## config.mk

```make
export PLATFORM = sky130hd
export DESIGN_NAME = pm_event_unit
export DESIGN_NICKNAME = d
export VERILOG_FILES = /design/src/logic/pm_pkg.sv /design/src/logic/pm_event_unit.sv /design/src/logic/pm_timer.sv
export SDC_FILE = /design/constraint.sdc
export NUM_CORES = 1
export LEC_CHECK = 0
export ABC_AREA = 1
export BUFFER_PORTS_ARGS = -buffer_cell sky130_fd_sc_hd__buf_2
export CORE_MARGIN = 2
export CORE_UTILIZATION = 34
export DETAILED_ROUTE_END_ITERATION = 12
export HOLD_SLACK_MARGIN = 0.12
export PLACE_DENSITY_LB_ADDON = 0.08
export SLEW_MARGIN = 20
export SYNTH_ARGS = -nofsm -noshare
export SYNTH_HDL_FRONTEND = slang
export SYNTH_HIERARCHICAL = 1
export SYNTH_SLANG_ARGS = --single-unit
```

## constraint.sdc

```tcl
create_clock -name clock -period 2 [get_ports clock]
set_input_delay 0.3 -clock clock [delete_from_list [all_inputs] [get_ports clock]]
set_output_delay 0.3 -clock clock [all_outputs]
set_load 0.02 [all_outputs]
```

## src/logic/pm_pkg.sv

```systemverilog
// Operation
// - Button press always sets button flag
// - Button interrupts or wakes only when enabled
// - Alarm sets flag; interrupts only when enabled
// - Reserved enable and control bits read zero
// - Interrupt enable gates every enabled event (the code gates SCI sources only; SMI is not gated)
// - Reload bit lets bus master wake system
// - Reload plus busmaster control raises interrupt
// - Release write sets firmware flag, maybe SMI
// - Firmware flag cleared only by writing one
// - Held button over four seconds forces off
// - Override clears button flag, sets override flag
// - 24-bit timer counts while working
// - Low byte read captures upper bytes
// - Resets zero timer and control registers (bus reset zeros only the timer)
// - Timer halts with input clock, resumes
// - Timer bit 23 toggle sets timer flag
// - Flags set by hardware, cleared writing one
// - Timer enable gates timer flag interrupt
package pm_pkg;

  localparam logic [15:0] BLOCK_BASE_DEFAULT = 16'h0800;

  localparam logic [3:0] OFS_ENABLE_HIGH  = 4'h3;
  localparam logic [3:0] OFS_CONTROL_LOW  = 4'h4;
  localparam logic [3:0] OFS_CONTROL_HIGH = 4'h5;
  localparam logic [3:0] OFS_TIMER_BYTE0  = 4'h8;
  localparam logic [3:0] OFS_TIMER_BYTE1  = 4'h9;
  localparam logic [3:0] OFS_TIMER_BYTE2  = 4'ha;
  localparam logic [3:0] OFS_TIMER_BYTE3  = 4'hb;

  localparam int BIT_BUTTON_EN   = 0;
  localparam int BIT_ALARM_EN    = 2;
  localparam int BIT_INTR_EN     = 0;
  localparam int BIT_RELOAD      = 1;
  localparam int BIT_RELEASE     = 2;
  localparam int BIT_OVERRIDE_EN = 1;

  localparam logic [7:0] ENABLE_HIGH_MASK  = 8'h05;
  localparam logic [7:0] CONTROL_LOW_MASK  = 8'h03;
  localparam logic [7:0] CONTROL_HIGH_MASK = 8'h02;
  localparam logic [7:0] REG_RESET         = 8'h00;

  localparam int unsigned CLOCK_KHZ        = 10000;
  localparam int unsigned OVERRIDE_TIME_MS = 4000;
  localparam int unsigned OVERRIDE_CYCLES  = OVERRIDE_TIME_MS * CLOCK_KHZ;

  localparam int         TIMER_WIDTH = 24;
  localparam logic [1:0] PRESCALE_TOP = 2'h3;

  typedef struct packed {
    logic firmware;
    logic button;
    logic override;
    logic alarm;
    logic timer;
  } flags_t;

  typedef struct packed {
    logic [15:0] addr;
    logic [7:0]  wdata;
    logic        write;
    logic        read;
  } io_req_t;

  typedef enum logic {
    SYS_OFF     = 1'b0,
    SYS_WORKING = 1'b1
  } sys_state_t;

endpackage

```

## src/logic/pm_event_unit.sv

```systemverilog
`timescale 1ns/1ns
module pm_event_unit #(
  parameter logic [15:0] BLOCK_BASE       = pm_pkg::BLOCK_BASE_DEFAULT,
  parameter int unsigned OVERRIDE_CYCLES  = pm_pkg::OVERRIDE_CYCLES
) (
  input  wire logic            clock,
  input  wire logic            rst,
  input  wire logic            clk_en,
  input  wire logic            bus_reset,
  input  wire logic            osc_pin,
  input  wire logic            button_in,
  input  wire logic            alarm_pulse,
  input  wire logic            busmaster_request,
  input  wire logic            busmaster_control_bit,
  input  wire logic            timer_event_enable,
  input  wire logic            firmware_event_enable,
  input  wire pm_pkg::flags_t  flag_clear,
  input  wire pm_pkg::io_req_t io_req,
  output logic [7:0]           io_rdata_q,
  output pm_pkg::flags_t       flags_q,
  output logic                 sci_q,
  output logic                 smi_q,
  output logic                 power_on_output_n_q,
  output logic                 power_on_output_oe_q
);

  // Pin synchronisers: osc, button, bus reset
  logic [2:0] sync1_q;
  logic [2:0] sync2_q;
  logic [2:0] sync3_q;
  logic [2:0] pins_q;
  logic [2:0] pins_d;
  logic       osc_q;
  logic       button_q;
  logic       bus_reset_q;

  assign osc_q       = pins_q[0];
  assign button_q    = pins_q[1];
  assign bus_reset_q = pins_q[2];

  // A change counts once the two later stages agree
  genvar g;
  generate
    for (g = 0; g < 3; g++) begin : g_agree
      assign pins_d[g] = (sync2_q[g] == sync3_q[g]) ? sync3_q[g] : pins_q[g];
    end
  endgenerate

  always_ff @(posedge clock) begin
    if (rst) begin
      sync1_q <= 3'h0;
      sync2_q <= 3'h0;
      sync3_q <= 3'h0;
      pins_q  <= 3'h0;
    end else if (clk_en) begin
      sync1_q <= {bus_reset, button_in, osc_pin};
      sync2_q <= sync1_q;
      sync3_q <= sync2_q;
      pins_q  <= pins_d;
    end
  end

  // Edge detection on the filtered levels
  // Prev flops reset low, the pins' idle level, so no false edge
  logic osc_prev_q;
  logic button_prev_q;
  logic osc_rise;
  logic button_rise;

  assign osc_rise    = osc_q && !osc_prev_q;
  assign button_rise = button_q && !button_prev_q;

  always_ff @(posedge clock) begin
    if (rst) begin
      osc_prev_q    <= 1'b0;
      button_prev_q <= 1'b0;
    end else if (clk_en) begin
      osc_prev_q    <= osc_q;
      button_prev_q <= button_q;
    end
  end

  // Register decode
  function automatic logic hit(input logic [15:0] addr,
                               input logic [15:0] base,
                               input logic [3:0]  ofs);
    hit = (addr == base + {12'h000, ofs});
  endfunction

  function automatic logic [7:0] merge(input logic [7:0] old,
                                       input logic [7:0] data,
                                       input logic [7:0] mask);
    merge = (old & ~mask) | (data & mask);
  endfunction

  logic wr_enable_high;
  logic wr_control_low;
  logic wr_control_high;
  logic rd_timer_byte0;
  logic release_write;

  assign wr_enable_high  = io_req.write && hit(io_req.addr, BLOCK_BASE, pm_pkg::OFS_ENABLE_HIGH);
  assign wr_control_low  = io_req.write && hit(io_req.addr, BLOCK_BASE, pm_pkg::OFS_CONTROL_LOW);
  assign wr_control_high = io_req.write && hit(io_req.addr, BLOCK_BASE, pm_pkg::OFS_CONTROL_HIGH);
  assign rd_timer_byte0  = io_req.read && hit(io_req.addr, BLOCK_BASE, pm_pkg::OFS_TIMER_BYTE0);
  assign release_write   = wr_control_low && io_req.wdata[pm_pkg::BIT_RELEASE];

  // Software-written registers
  logic [7:0] pm_event_enable_high_q;
  logic [7:0] pm_control_low_q;
  logic [7:0] pm_control_high_q;

  always_ff @(posedge clock) begin
    if (rst) begin
      pm_event_enable_high_q <= pm_pkg::REG_RESET;
      pm_control_low_q       <= pm_pkg::REG_RESET;
      pm_control_high_q      <= pm_pkg::REG_RESET;
    end else if (clk_en) begin
      if (wr_enable_high) begin
        pm_event_enable_high_q <= merge(pm_event_enable_high_q, io_req.wdata,
                                        pm_pkg::ENABLE_HIGH_MASK);
      end
      if (wr_control_low) begin
        pm_control_low_q <= merge(pm_control_low_q, io_req.wdata,
                                  pm_pkg::CONTROL_LOW_MASK);
      end
      if (wr_control_high) begin
        pm_control_high_q <= merge(pm_control_high_q, io_req.wdata,
                                   pm_pkg::CONTROL_HIGH_MASK);
      end
    end
  end

  logic button_event_enable;
  logic alarm_event_enable;
  logic control_interrupt_enable;
  logic busmaster_wake_enable;
  logic button_override_enable;

  assign button_event_enable      = pm_event_enable_high_q[pm_pkg::BIT_BUTTON_EN];
  assign alarm_event_enable       = pm_event_enable_high_q[pm_pkg::BIT_ALARM_EN];
  assign control_interrupt_enable = pm_control_low_q[pm_pkg::BIT_INTR_EN];
  assign busmaster_wake_enable    = pm_control_low_q[pm_pkg::BIT_RELOAD];
  assign button_override_enable   = pm_control_high_q[pm_pkg::BIT_OVERRIDE_EN];

  // Button hold counter for the override
  logic [31:0] hold_q;
  logic [31:0] hold_d;
  logic        held_q;
  logic        override_fire;

  // Saturates so a very long hold cannot wrap and refire
  assign hold_d = !button_q ? 32'h0000_0000 :
                  (hold_q > OVERRIDE_CYCLES) ? hold_q : hold_q + 32'h0000_0001;
  assign override_fire = button_override_enable && button_q && !held_q &&
                         (hold_q > OVERRIDE_CYCLES);

  always_ff @(posedge clock) begin
    if (rst) begin
      hold_q <= 32'h0000_0000;
      held_q <= 1'b0;
    end else if (clk_en) begin
      hold_q <= hold_d;
      if (!button_q) begin
        held_q <= 1'b0;
      end else if (override_fire) begin
        held_q <= 1'b1;
      end
    end
  end

  // System state
  pm_pkg::sys_state_t state_q;
  pm_pkg::sys_state_t state_d;
  logic               wake;

  assign wake = (button_rise && button_event_enable) ||
                (busmaster_request && busmaster_wake_enable);

  always_comb begin
    state_d = state_q;
    unique case (state_q)
      pm_pkg::SYS_WORKING: begin
        if (override_fire) begin
          state_d = pm_pkg::SYS_OFF;
        end
      end
      pm_pkg::SYS_OFF: begin
        if (wake) begin
          state_d = pm_pkg::SYS_WORKING;
        end
      end
    endcase
  end

  always_ff @(posedge clock) begin
    if (rst) begin
      // Starts working after power-on so the timer runs at once
      state_q <= pm_pkg::SYS_WORKING;
    end else if (clk_en) begin
      state_q <= state_d;
    end
  end

  // Timer
  logic [23:0] count_q;
  logic [15:0] upper_q;
  logic        msb_toggle_q;

  // bus reset clears only the timer
  pm_timer #(
    .WIDTH        (pm_pkg::TIMER_WIDTH)
  ) u_timer (
    .clock        (clock),
    .clear        (rst || bus_reset_q),
    .clk_en       (clk_en),
    .osc_rise     (osc_rise),
    .run          (state_q == pm_pkg::SYS_WORKING),
    .capture      (rd_timer_byte0),
    .count_q      (count_q),
    .upper_q      (upper_q),
    .msb_toggle_q (msb_toggle_q)
  );

  // Status flags: set wins over a same-cycle clear
  pm_pkg::flags_t set_ev;
  pm_pkg::flags_t flags_d;

  always_comb begin
    set_ev = '0;
    set_ev.button   = button_rise && !override_fire;
    set_ev.alarm    = alarm_pulse;
    set_ev.override = override_fire;
    set_ev.timer    = msb_toggle_q;
    set_ev.firmware = release_write;
    flags_d = set_ev | (flags_q & ~flag_clear);
    if (override_fire) begin
      flags_d.button = 1'b0;
    end
  end

  always_ff @(posedge clock) begin
    if (rst) begin
      flags_q <= '0;
    end else if (clk_en) begin
      flags_q <= flags_d;
    end
  end

  // Interrupt outputs: levels that stand until the flag (or busmaster control bit) or enable drops
  logic sci_source;
  logic sci_d;
  logic smi_d;
  logic sci_button;
  logic sci_alarm;
  logic sci_timer;
  logic sci_busmaster;

  assign sci_button    = flags_q.button && button_event_enable;
  assign sci_alarm     = flags_q.alarm && alarm_event_enable;
  assign sci_timer     = flags_q.timer && timer_event_enable;
  assign sci_busmaster = busmaster_wake_enable && busmaster_control_bit;
  assign sci_source    = sci_button || sci_alarm || sci_timer || sci_busmaster;
  assign sci_d = control_interrupt_enable && sci_source;
  assign smi_d = flags_q.firmware && firmware_event_enable;

  always_ff @(posedge clock) begin
    if (rst) begin
      sci_q <= 1'b0;
      smi_q <= 1'b0;
    end else if (clk_en) begin
      sci_q <= sci_d;
      smi_q <= smi_d;
    end
  end

  // Power-on pin floats in soft-off
  always_ff @(posedge clock) begin
    if (rst) begin
      power_on_output_n_q  <= 1'b0;
      power_on_output_oe_q <= 1'b1;
    end else if (clk_en) begin
      power_on_output_n_q  <= 1'b0;
      power_on_output_oe_q <= (state_d == pm_pkg::SYS_WORKING);
    end
  end

  // Read data
  logic [7:0] rdata_d;
  logic [3:0] rd_ofs;
  logic       rd_in_block;

  // Limitation: reads need a 16-byte aligned base, else they return 00h
  assign rd_in_block = (io_req.addr[15:4] == BLOCK_BASE[15:4]) &&
                       (BLOCK_BASE[3:0] == 4'h0);
  assign rd_ofs      = io_req.addr[3:0];

  always_comb begin
    rdata_d = 8'h00;
    if (rd_in_block) begin
      unique case (rd_ofs)
        pm_pkg::OFS_ENABLE_HIGH:  rdata_d = pm_event_enable_high_q;
        pm_pkg::OFS_CONTROL_LOW:  rdata_d = pm_control_low_q;
        pm_pkg::OFS_CONTROL_HIGH: rdata_d = pm_control_high_q;
        pm_pkg::OFS_TIMER_BYTE0:  rdata_d = count_q[7:0];
        pm_pkg::OFS_TIMER_BYTE1:  rdata_d = upper_q[7:0];
        pm_pkg::OFS_TIMER_BYTE2:  rdata_d = upper_q[15:8];
        default:                  rdata_d = 8'h00;
      endcase
    end
  end

  always_ff @(posedge clock) begin
    if (rst) begin
      io_rdata_q <= 8'h00;
    end else if (clk_en && io_req.read) begin
      io_rdata_q <= rdata_d;
    end
  end

endmodule // pm_event_unit

```

## src/logic/pm_timer.sv

```systemverilog
`timescale 1ns/1ns
module pm_timer #(
  parameter int WIDTH = pm_pkg::TIMER_WIDTH
) (
  input  wire logic             clock,
  input  wire logic             clear,
  input  wire logic             clk_en,
  input  wire logic             osc_rise,
  input  wire logic             run,
  input  wire logic             capture,
  output logic [WIDTH-1:0]      count_q,
  output logic [WIDTH-9:0]      upper_q,
  output logic                  msb_toggle_q
);

  logic [1:0]       prescale_q;
  logic             tick;
  logic [WIDTH-1:0] count_d;

  assign tick = osc_rise && (prescale_q == pm_pkg::PRESCALE_TOP);
  assign count_d = (tick && run) ? count_q + 1'b1 : count_q;

  always_ff @(posedge clock) begin
    if (clear) begin
      prescale_q   <= 2'h0;
      count_q      <= '0;
      upper_q      <= '0;
      msb_toggle_q <= 1'b0;
    end else if (clk_en) begin
      if (osc_rise) begin
        prescale_q <= prescale_q + 2'h1;
      end
      count_q      <= count_d;
      msb_toggle_q <= count_d[WIDTH-1] != count_q[WIDTH-1];
      if (capture) begin
        upper_q <= count_q[WIDTH-1:8];
      end
    end
  end

endmodule // pm_timer

```

### After elaboration in Yosys (flattened, before gate mapping)

Cells that the tools add are included.

* bits in registers: 130
* latch bits: 0
* bits in writable memories: 0
* ROM bits: 0
* input port bits: 42
* output and inout bits: 17
* logic and storage cells: 109
* memories kept: 0

* $add $sub $neg: 3
* $mul: 0
* div/mod/pow operators: 0
* order comparisons: 1
* eq/ne operators: 18
* shift-type cells: 0
* mux-type cells: 11
* bitwise operators: 7
* reductions and logical operators: 42

Operators by type and width (number)
* equality test 16 x 12 -> 1 bit (second input constant): 4
* two-way mux 32 bit: 2
* one-hot mux 8 bit (6 select lines): 1
* adder 32 x 1 -> 32 bit (second input constant): 1
* > comparator 32 x 26 -> 1 bit (second input constant): 1
* adder 24 x 1 -> 24 bit (second input constant): 1
* two-way mux 24 bit: 1
* logical AND 1 bit: 22
* AND reduction 2 bit: 11
* bitwise OR 8 x 2 -> 8 bit: 2
* equality test 12 x 8 -> 1 bit (second input constant): 1
* equality test 4 bit (second input constant): 3
* equality test 4 x 3 -> 1 bit (second input constant): 2
* two-way mux 8 bit: 1
* bitwise OR 8 x 3 -> 8 bit: 1
* bitwise AND 5 bit: 1
* logical OR 1 bit: 5
* two-way mux 1 bit: 5
* NOT 5 bit: 1
* bitwise OR 5 bit: 1
* equality test 4 x 2 -> 1 bit (second input constant): 1
* zero test 1 bit: 4
* equality test 1 bit: 3
* adder 2 x 1 -> 2 bit (second input constant): 1
* 6 further kinds: 6

### Longest topological paths before layout

Gate-level depths: netlist of the first run.

* depth in word-level cells: 7
* gate-level depth with buffers: 13
* mapped depth without buffers: 12

### By module

Netlist of the first run, hierarchy kept.

By module, submodules not included
* pm_event_unit: instances 1, cells an instance 628, area an instance 3831.2 um^2, sequential area each 1361.3 um^2
* pm_timer: instances 1, cells an instance 289, area an instance 1993.2 um^2, sequential area each 860.8 um^2

### Worst setup path after synthesis of the first run

No wires, ideal clock.

* path kind: input to register
* from: input port rst
* to: register u_timer.count_q[11]
* setup time: 64 ps
* data arrival time: 1598 ps
* required time: 1936 ps
* slack: 338 ps
* stages on the path: 8
* buffers on the path: 4
* cell sequence: clkbuf_1 clkbuf_1 or2_2 buf_2 inv_1 buf_1 nand2_1 nor2_1

* word-level cells in the longest chain between the ends: 1

RTL lines
* start: declaration: RTL line pm_event_unit.sv:7 `input wire logic rst,`
* logical OR 1 bit: RTL line pm_event_unit.sv:215 `.clear (rst || bus_reset_q),`
* end signal: assignment: RTL line pm_timer.sv:33 `count_q <= count_d;`
* end: declaration: RTL line pm_timer.sv:11 `output logic [WIDTH-1:0] count_q,`

No other way between the ends.
A chain may end at the register's enable or synchronous reset.

### Worst setup path in the final report of the first run

* from: register hold_q[11]
* to: register hold_q[24]

* word-level cells in the longest chain between the ends: 3
* elaborated cells between the ends (all ways): 6
* those cells by class: add/sub: 1; order compare: 1; eq/ne: 1; mux: 2; reduce/logical: 1

RTL lines
* start: declaration: RTL line pm_event_unit.sv:147 `logic [31:0] hold_q;`
* start signal: assignment: RTL line pm_event_unit.sv:163 `hold_q <= hold_d;`
* adder 32 x 1 -> 32 bit or > comparator 32 x 26 -> 1 bit (tied branches): RTL line pm_event_unit.sv:154 `(hold_q > OVERRIDE_CYCLES) ? hold_q : hold_q + 32'h0000_0001;`
* two-way mux 32 bit or inequality test 2 bit (tied branches)
* two-way mux 32 bit or AND reduction 2 bit (tied branches)

Parallel ways exist; a longest one is shown, timed or not. The select of a mux whose other input is x is not followed.

==> results of run 1 <==
-- worst max-delay path: stages (launching register included) --
cell and delay, ns:
dfxtp_1 0.47, nand2_1 0.13, nor2_1 0.31, nand2_1 0.12, nor2_1 0.18, nand2_1 0.07, nand2_1 0.05, nand2_1 0.04
nor2_1 0.08, nand3_1 0.07, a21oi_1 0.14
-- how the worst max path moves through the flow --
stage | cells past startpoint | endpoint | start
floorplan | 8 | u_timer/count_q[11] | rst
global placement | 12 | hold_q[1] | hold_q[0]
detailed placement | 12 | hold_q[1] | hold_q[0]
CTS | 12 | hold_q[1] | hold_q[0]
global route | 10 | hold_q[21] | hold_q[7]
finish | 10 | hold_q[24] | hold_q[11]
-- cells in the mapped netlist --
cell / count / share of area [%]
nand3_2: 1 / 0.17
o21ai_0: 46 / 4.0
nand2_4: 3 / 0.58
inv_2: 1 / 0.064
buf_2: 4 / 0.34
nand2_1: 265 / 17
and2_1: 1 / 0.11
dfxtp_1: 111 / 38
buf_4: 3 / 0.39
a31oi_1: 1 / 0.11
nand3_1: 71 / 6.1
nand3_4: 1 / 0.30
nor2_8: 2 / 0.69
o2111ai_1: 1 / 0.15
nand4_1: 12 / 1.3
or2_2: 2 / 0.21
inv_1: 66 / 4.3
a211oi_1: 4 / 0.52
nor2_2: 3 / 0.32
xor2_1: 8 / 1.2
nor2_1: 183 / 12
buf_1: 3 / 0.19
a21oi_1: 75 / 6.4
clkbuf_1: 16 / 1.0
o22ai_1: 1 / 0.11
nor2_4: 4 / 0.77
buf_6: 3 / 0.58
ha_1: 4 / 0.86
nor3b_1: 1 / 0.13
o21bai_1: 3 / 0.39
nand2_2: 3 / 0.32
xnor2_1: 2 / 0.30
clkinv_1: 3 / 0.19
a22o_1: 1 / 0.15
conb_1: 1 / 0.064
nor3_1: 8 / 0.69
-- state kept, by name (all words and copies together) (netlist names), 5 cells and up --
name / flops
hold_q: 32
io_rdata_q: 8
flags_q: 5
u_timer/upper_q: 16
u_timer/count_q: 24
-- layout by cell type (no fill, tap or decap), types with 2 or more instances in the layout --
cell type  instances
nand2_1          265
nor2_1           183
dfxtp_1          111
a21oi_1           75
nand3_1           71
inv_1             66
buf_2             52
o21ai_0           46
buf_4             23
nand4_1           12
clkbuf_16          9
nor3_1             8
xor2_1             8
a211oi_1           4
ha_1               4
nor2_4             4
clkinv_1           3
nand2_2            3
nor2_2             3
o21bai_1           3
inv_6              3
or2_2              2
nand2_4            2
xnor2_1            2
nor2_8             2
buf_12             2
-- what timing repair did --
action	4_1_cts	5_1_grt
setup buffers	0	0
endpoints found under the hold margin	0	0
gates resized for setup	0	1
endpoints found under the setup margin	0	4
-- cells by family (layout without fill, tap and decap cells) --
family | after synthesis | count (layout)
XOR/XNOR | 10 | 10
AND/OR/NAND/NOR | 560 | 560
other | 1 | 1
flip-flops | 111 | 111
adder cells (fa/ha/maj) | 4 | 4
AO/OA/AOI/OAI | 132 | 132
buffers and inverters | 99 | 163
-- power by group through the flow --
stage / Clock [mW] / Combinational (mW) / Sequential, mW
2_1_floorplan: 0 / 0.125 / 2.29
6_report: 1.78 / 0.211 / 2.24
3_3_place_gp: 0 / 0.212 / 2.29
5_1_grt: 1.94 / 0.242 / 2.24
4_1_cts: 1.86 / 0.213 / 2.24
3_5_place_dp: 0 / 0.212 / 2.29
-- stage by stage --
stage / setup WS [ns] / cell area, sq um / utilization, % / cells
2_1_floorplan: 0.338 / 5820 / - / 917
3_3_place_gp: 0.197 / 6420 / 38.6 / 1185
3_5_place_dp: 0.211 / 6420 / 38.6 / 1185
4_1_cts: 0.183 / 6710 / 40.3 / 1201
5_1_grt: 0.0195 / 6720 / 40.4 / 1201
6_report: 0.274 / 6720 / 40.4 / 1201
-- area by class of cell --
cell class              count  area, sq um  share of cell area, %
flip-flops and latches    111         2220                   33.1
well taps                 220          275                   4.10
inverters                  70          263                   3.91
clock buffers              10          229                   3.41
repair buffers             77          473                   7.04
clock inverters             6         55.1                  0.820
multi-input cells         707         3200                   47.6
-- per-layer routing --
| metal | wire length, microns | global-route usage (%) | up-vias |
|---|---|---|---|
| met5 | 0 | 0 | - |
| met4 | 219 | 4.21 | 0 |
| met3 | 465 | 3.87 | 12 |
| met2 | 7480 | 31.4 | 68 |
| met1 | 7770 | 24.3 | 2508 |
| li1 | - | - | 3056 |
==> results.json, run 1 <==
{
  "hp-start": "osc_pin",
  "cts_max_level": 3,
  "antenna_found_initial": 0,
  "skew_ns": 0.0101,
  "drt_iter0_drc": 272,
  "grt_max_degree": 50,
  "ys_types": 36,
  "p_sw_mw": 1.06,
  "drive_above_1_share_pct": 11.4,
  "min_path_cells": 3,
  "reg2reg_setup_slack_ns": 0.27,
  "synth-warning-count": 6,
  "yosys.area_share.simple_pct": 40.6,
  "worstSetupStartpointType": "flip-flop",
  "nNetsFinal": 1022,
  "numClockSinks": 111,
  "dieHeight_microns": 135,
  "power.share.clock_pct": 42.2,
  "r2r-end": "hold_q[24]",
  "viasPerCell": 4.70,
  "holdWs_ns": 0.165,
  "reg2reg_depth": 10,
  "grt_overflow": 0,
  "rows": 47,
  "comb_power_share_pct": 5.0,
  "area_growth_pct": 15.3,
  "num-fill-cells": 1839,
  "finalCritPeriodShare_pct": 86.3,
  "cts_root_buf": "clkbuf_16",
  "start_util_pct": 35.0,
  "yosys-mux-area-fraction_pct": 0,
  "post-dp-hpwl_microns": 11500,
  "rsz0062_at_grt": "no",
  "antennaDiodeCount": 0,
  "hold_viol": 0,
  "synth-seq-cells": 111,
  "seqPwrFrac_pct": 52.8,
  "dieArea_sq_mm": 0.0182,
  "die_x_microns": 135,
  "cp.required_ns": 2.29,
  "fin_crit_ns": 1.73,
  "hold-path-endpoint": "sync1_q[0]",
  "track_usage_pct": 18.6,
  "synth_compound_area_share_pct": 11.8,
  "synth_top_family_by_area": "simple AND/OR/NAND/NOR gates",
  "power.leakage_nw": 2.58,
  "p_total_mw": 4.23,
  "hold_buffers": 0,
  "slew_violations": 0,
  "globalplace.congestion": 0.872,
  "worst_slew_pin_slew_ns": 0.570,
  "syn_area_per_cell_sq_um": 6.35,
  "drcViolationCount": 0,
  "finalSetupViolCount": 0,
  "reg2reg_from": "hold_q[11]",
  "synth_xor_area_share_pct": 1.50,
  "cellPowerDensity_mw_per_mm2": 630,
  "vias": 5644,
  "fmax_mhz": 579,
  "internal-power_mw": 3.17,
  "grt_pass1_wl_microns": 27100,
  "path_max_fanout": 6,
  "core_area_sq_mm": 0.0166,
  "worst_skew_pair.late_latency_ns": 0.36,
  "crit_type": "reg -> reg",
  "wl_per_cell_microns": 13.3,
  "cp.arrival_ns": 2.01,
  "cp-end-kind": "flip-flop",
  "synth_fa_ha_area_share_pct": 0.859,
  "maxSlewHeadroom_pct": 62.0,
  "maxCapViolCount": 0,
  "num_io_pins": 59,
  "drt_wl_total_microns": 15900,
  "switching_share_pct": 25.1,
  "ant_nets": 0,
  "clockBufferDepth": 2,
  "io_buffers": 52,
  "tns_ns": 0,
  "hold_path_class": "in -> reg",
  "path_clk_slew_ns": 0.08,
  "drtPass1Iterations": 5,
  "cts_buffers": 9,
  "first_global_vias": 5360,
  "syn_nets": 963,
  "peakVddDrop_mv": 0.415,
  "syn_inst": 917,
  "seq_area_frac_synth_pct": 38.2,
  "status": "finished, final reports clean",
  "cts_tree": "built",
  "syn_area_sq_mm": 0.00582
}
No activity file was read; power rests on OpenSTA's default activity.
==> run 2: changes to the inputs <==
Settings changed: BUFFER_PORTS_ARGS -buffer_cell sky130_fd_sc_hd__buf_2 to default, DONT_BUFFER_PORTS from default to 1.
==> run 2 against run 1 <==
Hold slack lost 0.014 ns. Sequential cell count unchanged. Combinational power fell by 8%. Sequential share of layout area increased by 0.51 points. Count of clock-buffer cells in the layout did not move. Maximum frequency is 2.6% lower. Cell area down 1.5%. Non-clock buffer count down 38. Core utilization fell by 0.59 points. Register-to-register slack lost 0.05 ns. Final cell count is 3.1% lower. Critical path type unchanged. Largest cell class unchanged. Largest power group unchanged.
==> results.json, run 2 (same netlist as run 1, synthesis figures left out) <==
{
  "status": "finished, final reports clean",
  "p_sw_mw": 1.03,
  "first_global_vias": 5415,
  "top_regs": "hold_q x32, u_timer/count_q x24, u_timer/upper_q x16",
  "numClockSinks": 111,
  "switching_share_pct": 24.4,
  "rows": 47,
  "cellPowerDensity_mw_per_mm2": 639,
  "slowest_delay_ns": 0.36,
  "fmax_mhz": 564,
  "hold-path-endpoint": "sci_q",
  "crit_slowest_cell": "dfxtp_1",
  "globalplace.congestion": 0.830,
  "fin_crit_ns": 1.77,
  "largest-register": "hold_q",
  "vias": 5553,
  "wl_per_cell_microns": 14.0,
  "post-dp-hpwl_microns": 11500,
  "cp.arrival_ns": 2.06,
  "grt_max_degree": 50,
  "path_max_fanout": 20,
  "cts_tree": "built",
  "r2r-end": "hold_q[15]",
  "dieArea_sq_mm": 0.0182,
  "cts_root_buf": "clkbuf_16",
  "drive_above_1_share_pct": 6.68,
  "finalSetupViolCount": 0,
  "reg2reg_depth": 10,
  "slew_violations": 0,
  "peakVddDrop_mv": 0.432,
  "clockBufferDepth": 2,
  "area_growth_pct": 13.7,
  "design_area_sq_mm": 0.00662,
  "tns_ns": 0,
  "seqPwrFrac_pct": 53.0,
  "worst_skew_pair.late_latency_ns": 0.36,
  "power.leakage_nw": 2.43,
  "min_path_cells": 2,
  "worst_slew_pin_slew_ns": 0.564,
  "largest_reg_flops": 32,
  "grt_pass1_wl_microns": 27200,
  "start_util_pct": 35.0,
  "crit_type": "reg -> reg",
  "final_common_cell": "nand2_1",
  "worstSetupStartpointType": "flip-flop",
  "die_x_microns": 135,
  "drcViolationCount": 0,
  "placed_area_sq_mm": 0.00614,
  "skew_ns": 0.00755,
  "core_area_sq_mm": 0.0166,
  "cts_max_level": 3,
  "layout_common_cells": "265 x nand2_1, 183 x nor2_1, 110 x dfxtp_1, 75 x a21oi_1, 71 x nand3_1",
  "hold_path_class": "in -> reg",
  "antenna_found_initial": 0,
  "nNetsFinal": 984,
  "regArea_sq_mm": 0.00222,
  "drt_iter0_drc": 255,
  "maxSlewHeadroom_pct": 62.0,
  "multi_input_area_sq_mm": 0.00319,
  "io_buffers": 0,
  "finalCritPeriodShare_pct": 88.6,
  "rsz0062_at_grt": "no",
  "viasPerCell": 4.77,
  "cts_buffers": 9,
  "num-fill-cells": 1808,
  "reg2reg_from": "hold_q[19]",
  "cp_cell_sequence": "nor2_1, nand3_1, nor2_1, nand3_1, nand3_2, nand2_4, nand2_4, buf_12, nand2_1, a21oi_1",
  "drtPass1Iterations": 5,
  "track_usage_pct": 18.8,
  "num_io_pins": 59,
  "drt_wl_total_microns": 16300,
  "maxCapViolCount": 0,
  "power.share.clock_pct": 42.4,
  "cts_setup_buffers": 0,
  "path_clk_slew_ns": 0.08,
  "grt_overflow": 0,
  "comb_power_share_pct": 4.6,
  "hold_viol": 0,
  "cp.required_ns": 2.29,
  "hp-start": "clk_en",
  "dieHeight_microns": 135,
  "reg2reg_setup_slack_ns": 0.23,
  "ant_nets": 0,
  "cp-end-kind": "flip-flop",
  "internal-power_mw": 3.20
}
-- run 2: area by class of cell --
cell class              instances  area share [%]
clock inverters                 6           0.832
repair buffers                 39            5.59
diodes                          1          0.0378
multi-input cells             707            48.2
well taps                     220            4.16
clock buffers                  10            3.61
flip-flops and latches        111            33.6
inverters                      70            3.97
-- run 2: power groups by stage --
stage	clock [mW]	sequential (mW)	combinational (mW)
2_1_floorplan	0	2.29	0.125
3_3_place_gp	0	2.29	0.133
3_5_place_dp	0	2.29	0.133
4_1_cts	1.87	2.24	0.198
5_1_grt	1.95	2.24	0.222
6_report	1.80	2.24	0.195
-- run 2: per-layer routing --
| layer | share of wire [%] | up-vias | GRT usage, % |
|---|---|---|---|
| met5 | 0 | - | 0 |
| met4 | 1.8 | 0 | 5.96 |
| met3 | 2.9 | 16 | 3.04 |
| met2 | 47 | 57 | 32.1 |
| met1 | 48 | 2505 | 24.2 |
| li1 | - | 2975 | - |
-- run 2: metrics by stage --
stage	utilization (%)	total power, mW	instances	setup slack (ns)	hold slack (ns)
3_5_place_dp	36.9	2.43	1132	0.212	0.375
4_1_cts	39.8	4.31	1163	0.175	0.139
6_report	39.8	4.23	1164	0.228	0.151
2_1_floorplan	-	2.41	917	0.338	0.417
5_1_grt	39.8	4.41	1163	0.0100	0.153
3_3_place_gp	36.9	2.43	1132	0.221	0.373
-- run 2: critical path, delay by kind of cell (launching register included) --
kind            cells  cell delay [ns]
buf+inv             1             0.18
compound gates      1             0.12
flops               1             0.36
simple gates        8             1.03
-- run 2: worst max path at each step --
stage | endpoint | cells past startpoint | startpoint
after floorplan | u_timer/count_q[11] | 8 | rst
after global placement | hold_q[21] | 12 | hold_q[0]
after detailed placement | hold_q[12] | 12 | hold_q[0]
after CTS | hold_q[12] | 12 | hold_q[0]
after global routing | hold_q[16] | 9 | hold_q[1]
final | hold_q[15] | 10 | hold_q[19]
-- run 2: timing repair --
action | 4_1_cts | 5_1_grt
hold buffers | 15 | 0
gates resized for setup | 0 | 1
endpoints found under the setup margin | 0 | 15
hold endpoints to repair | 65 | 0
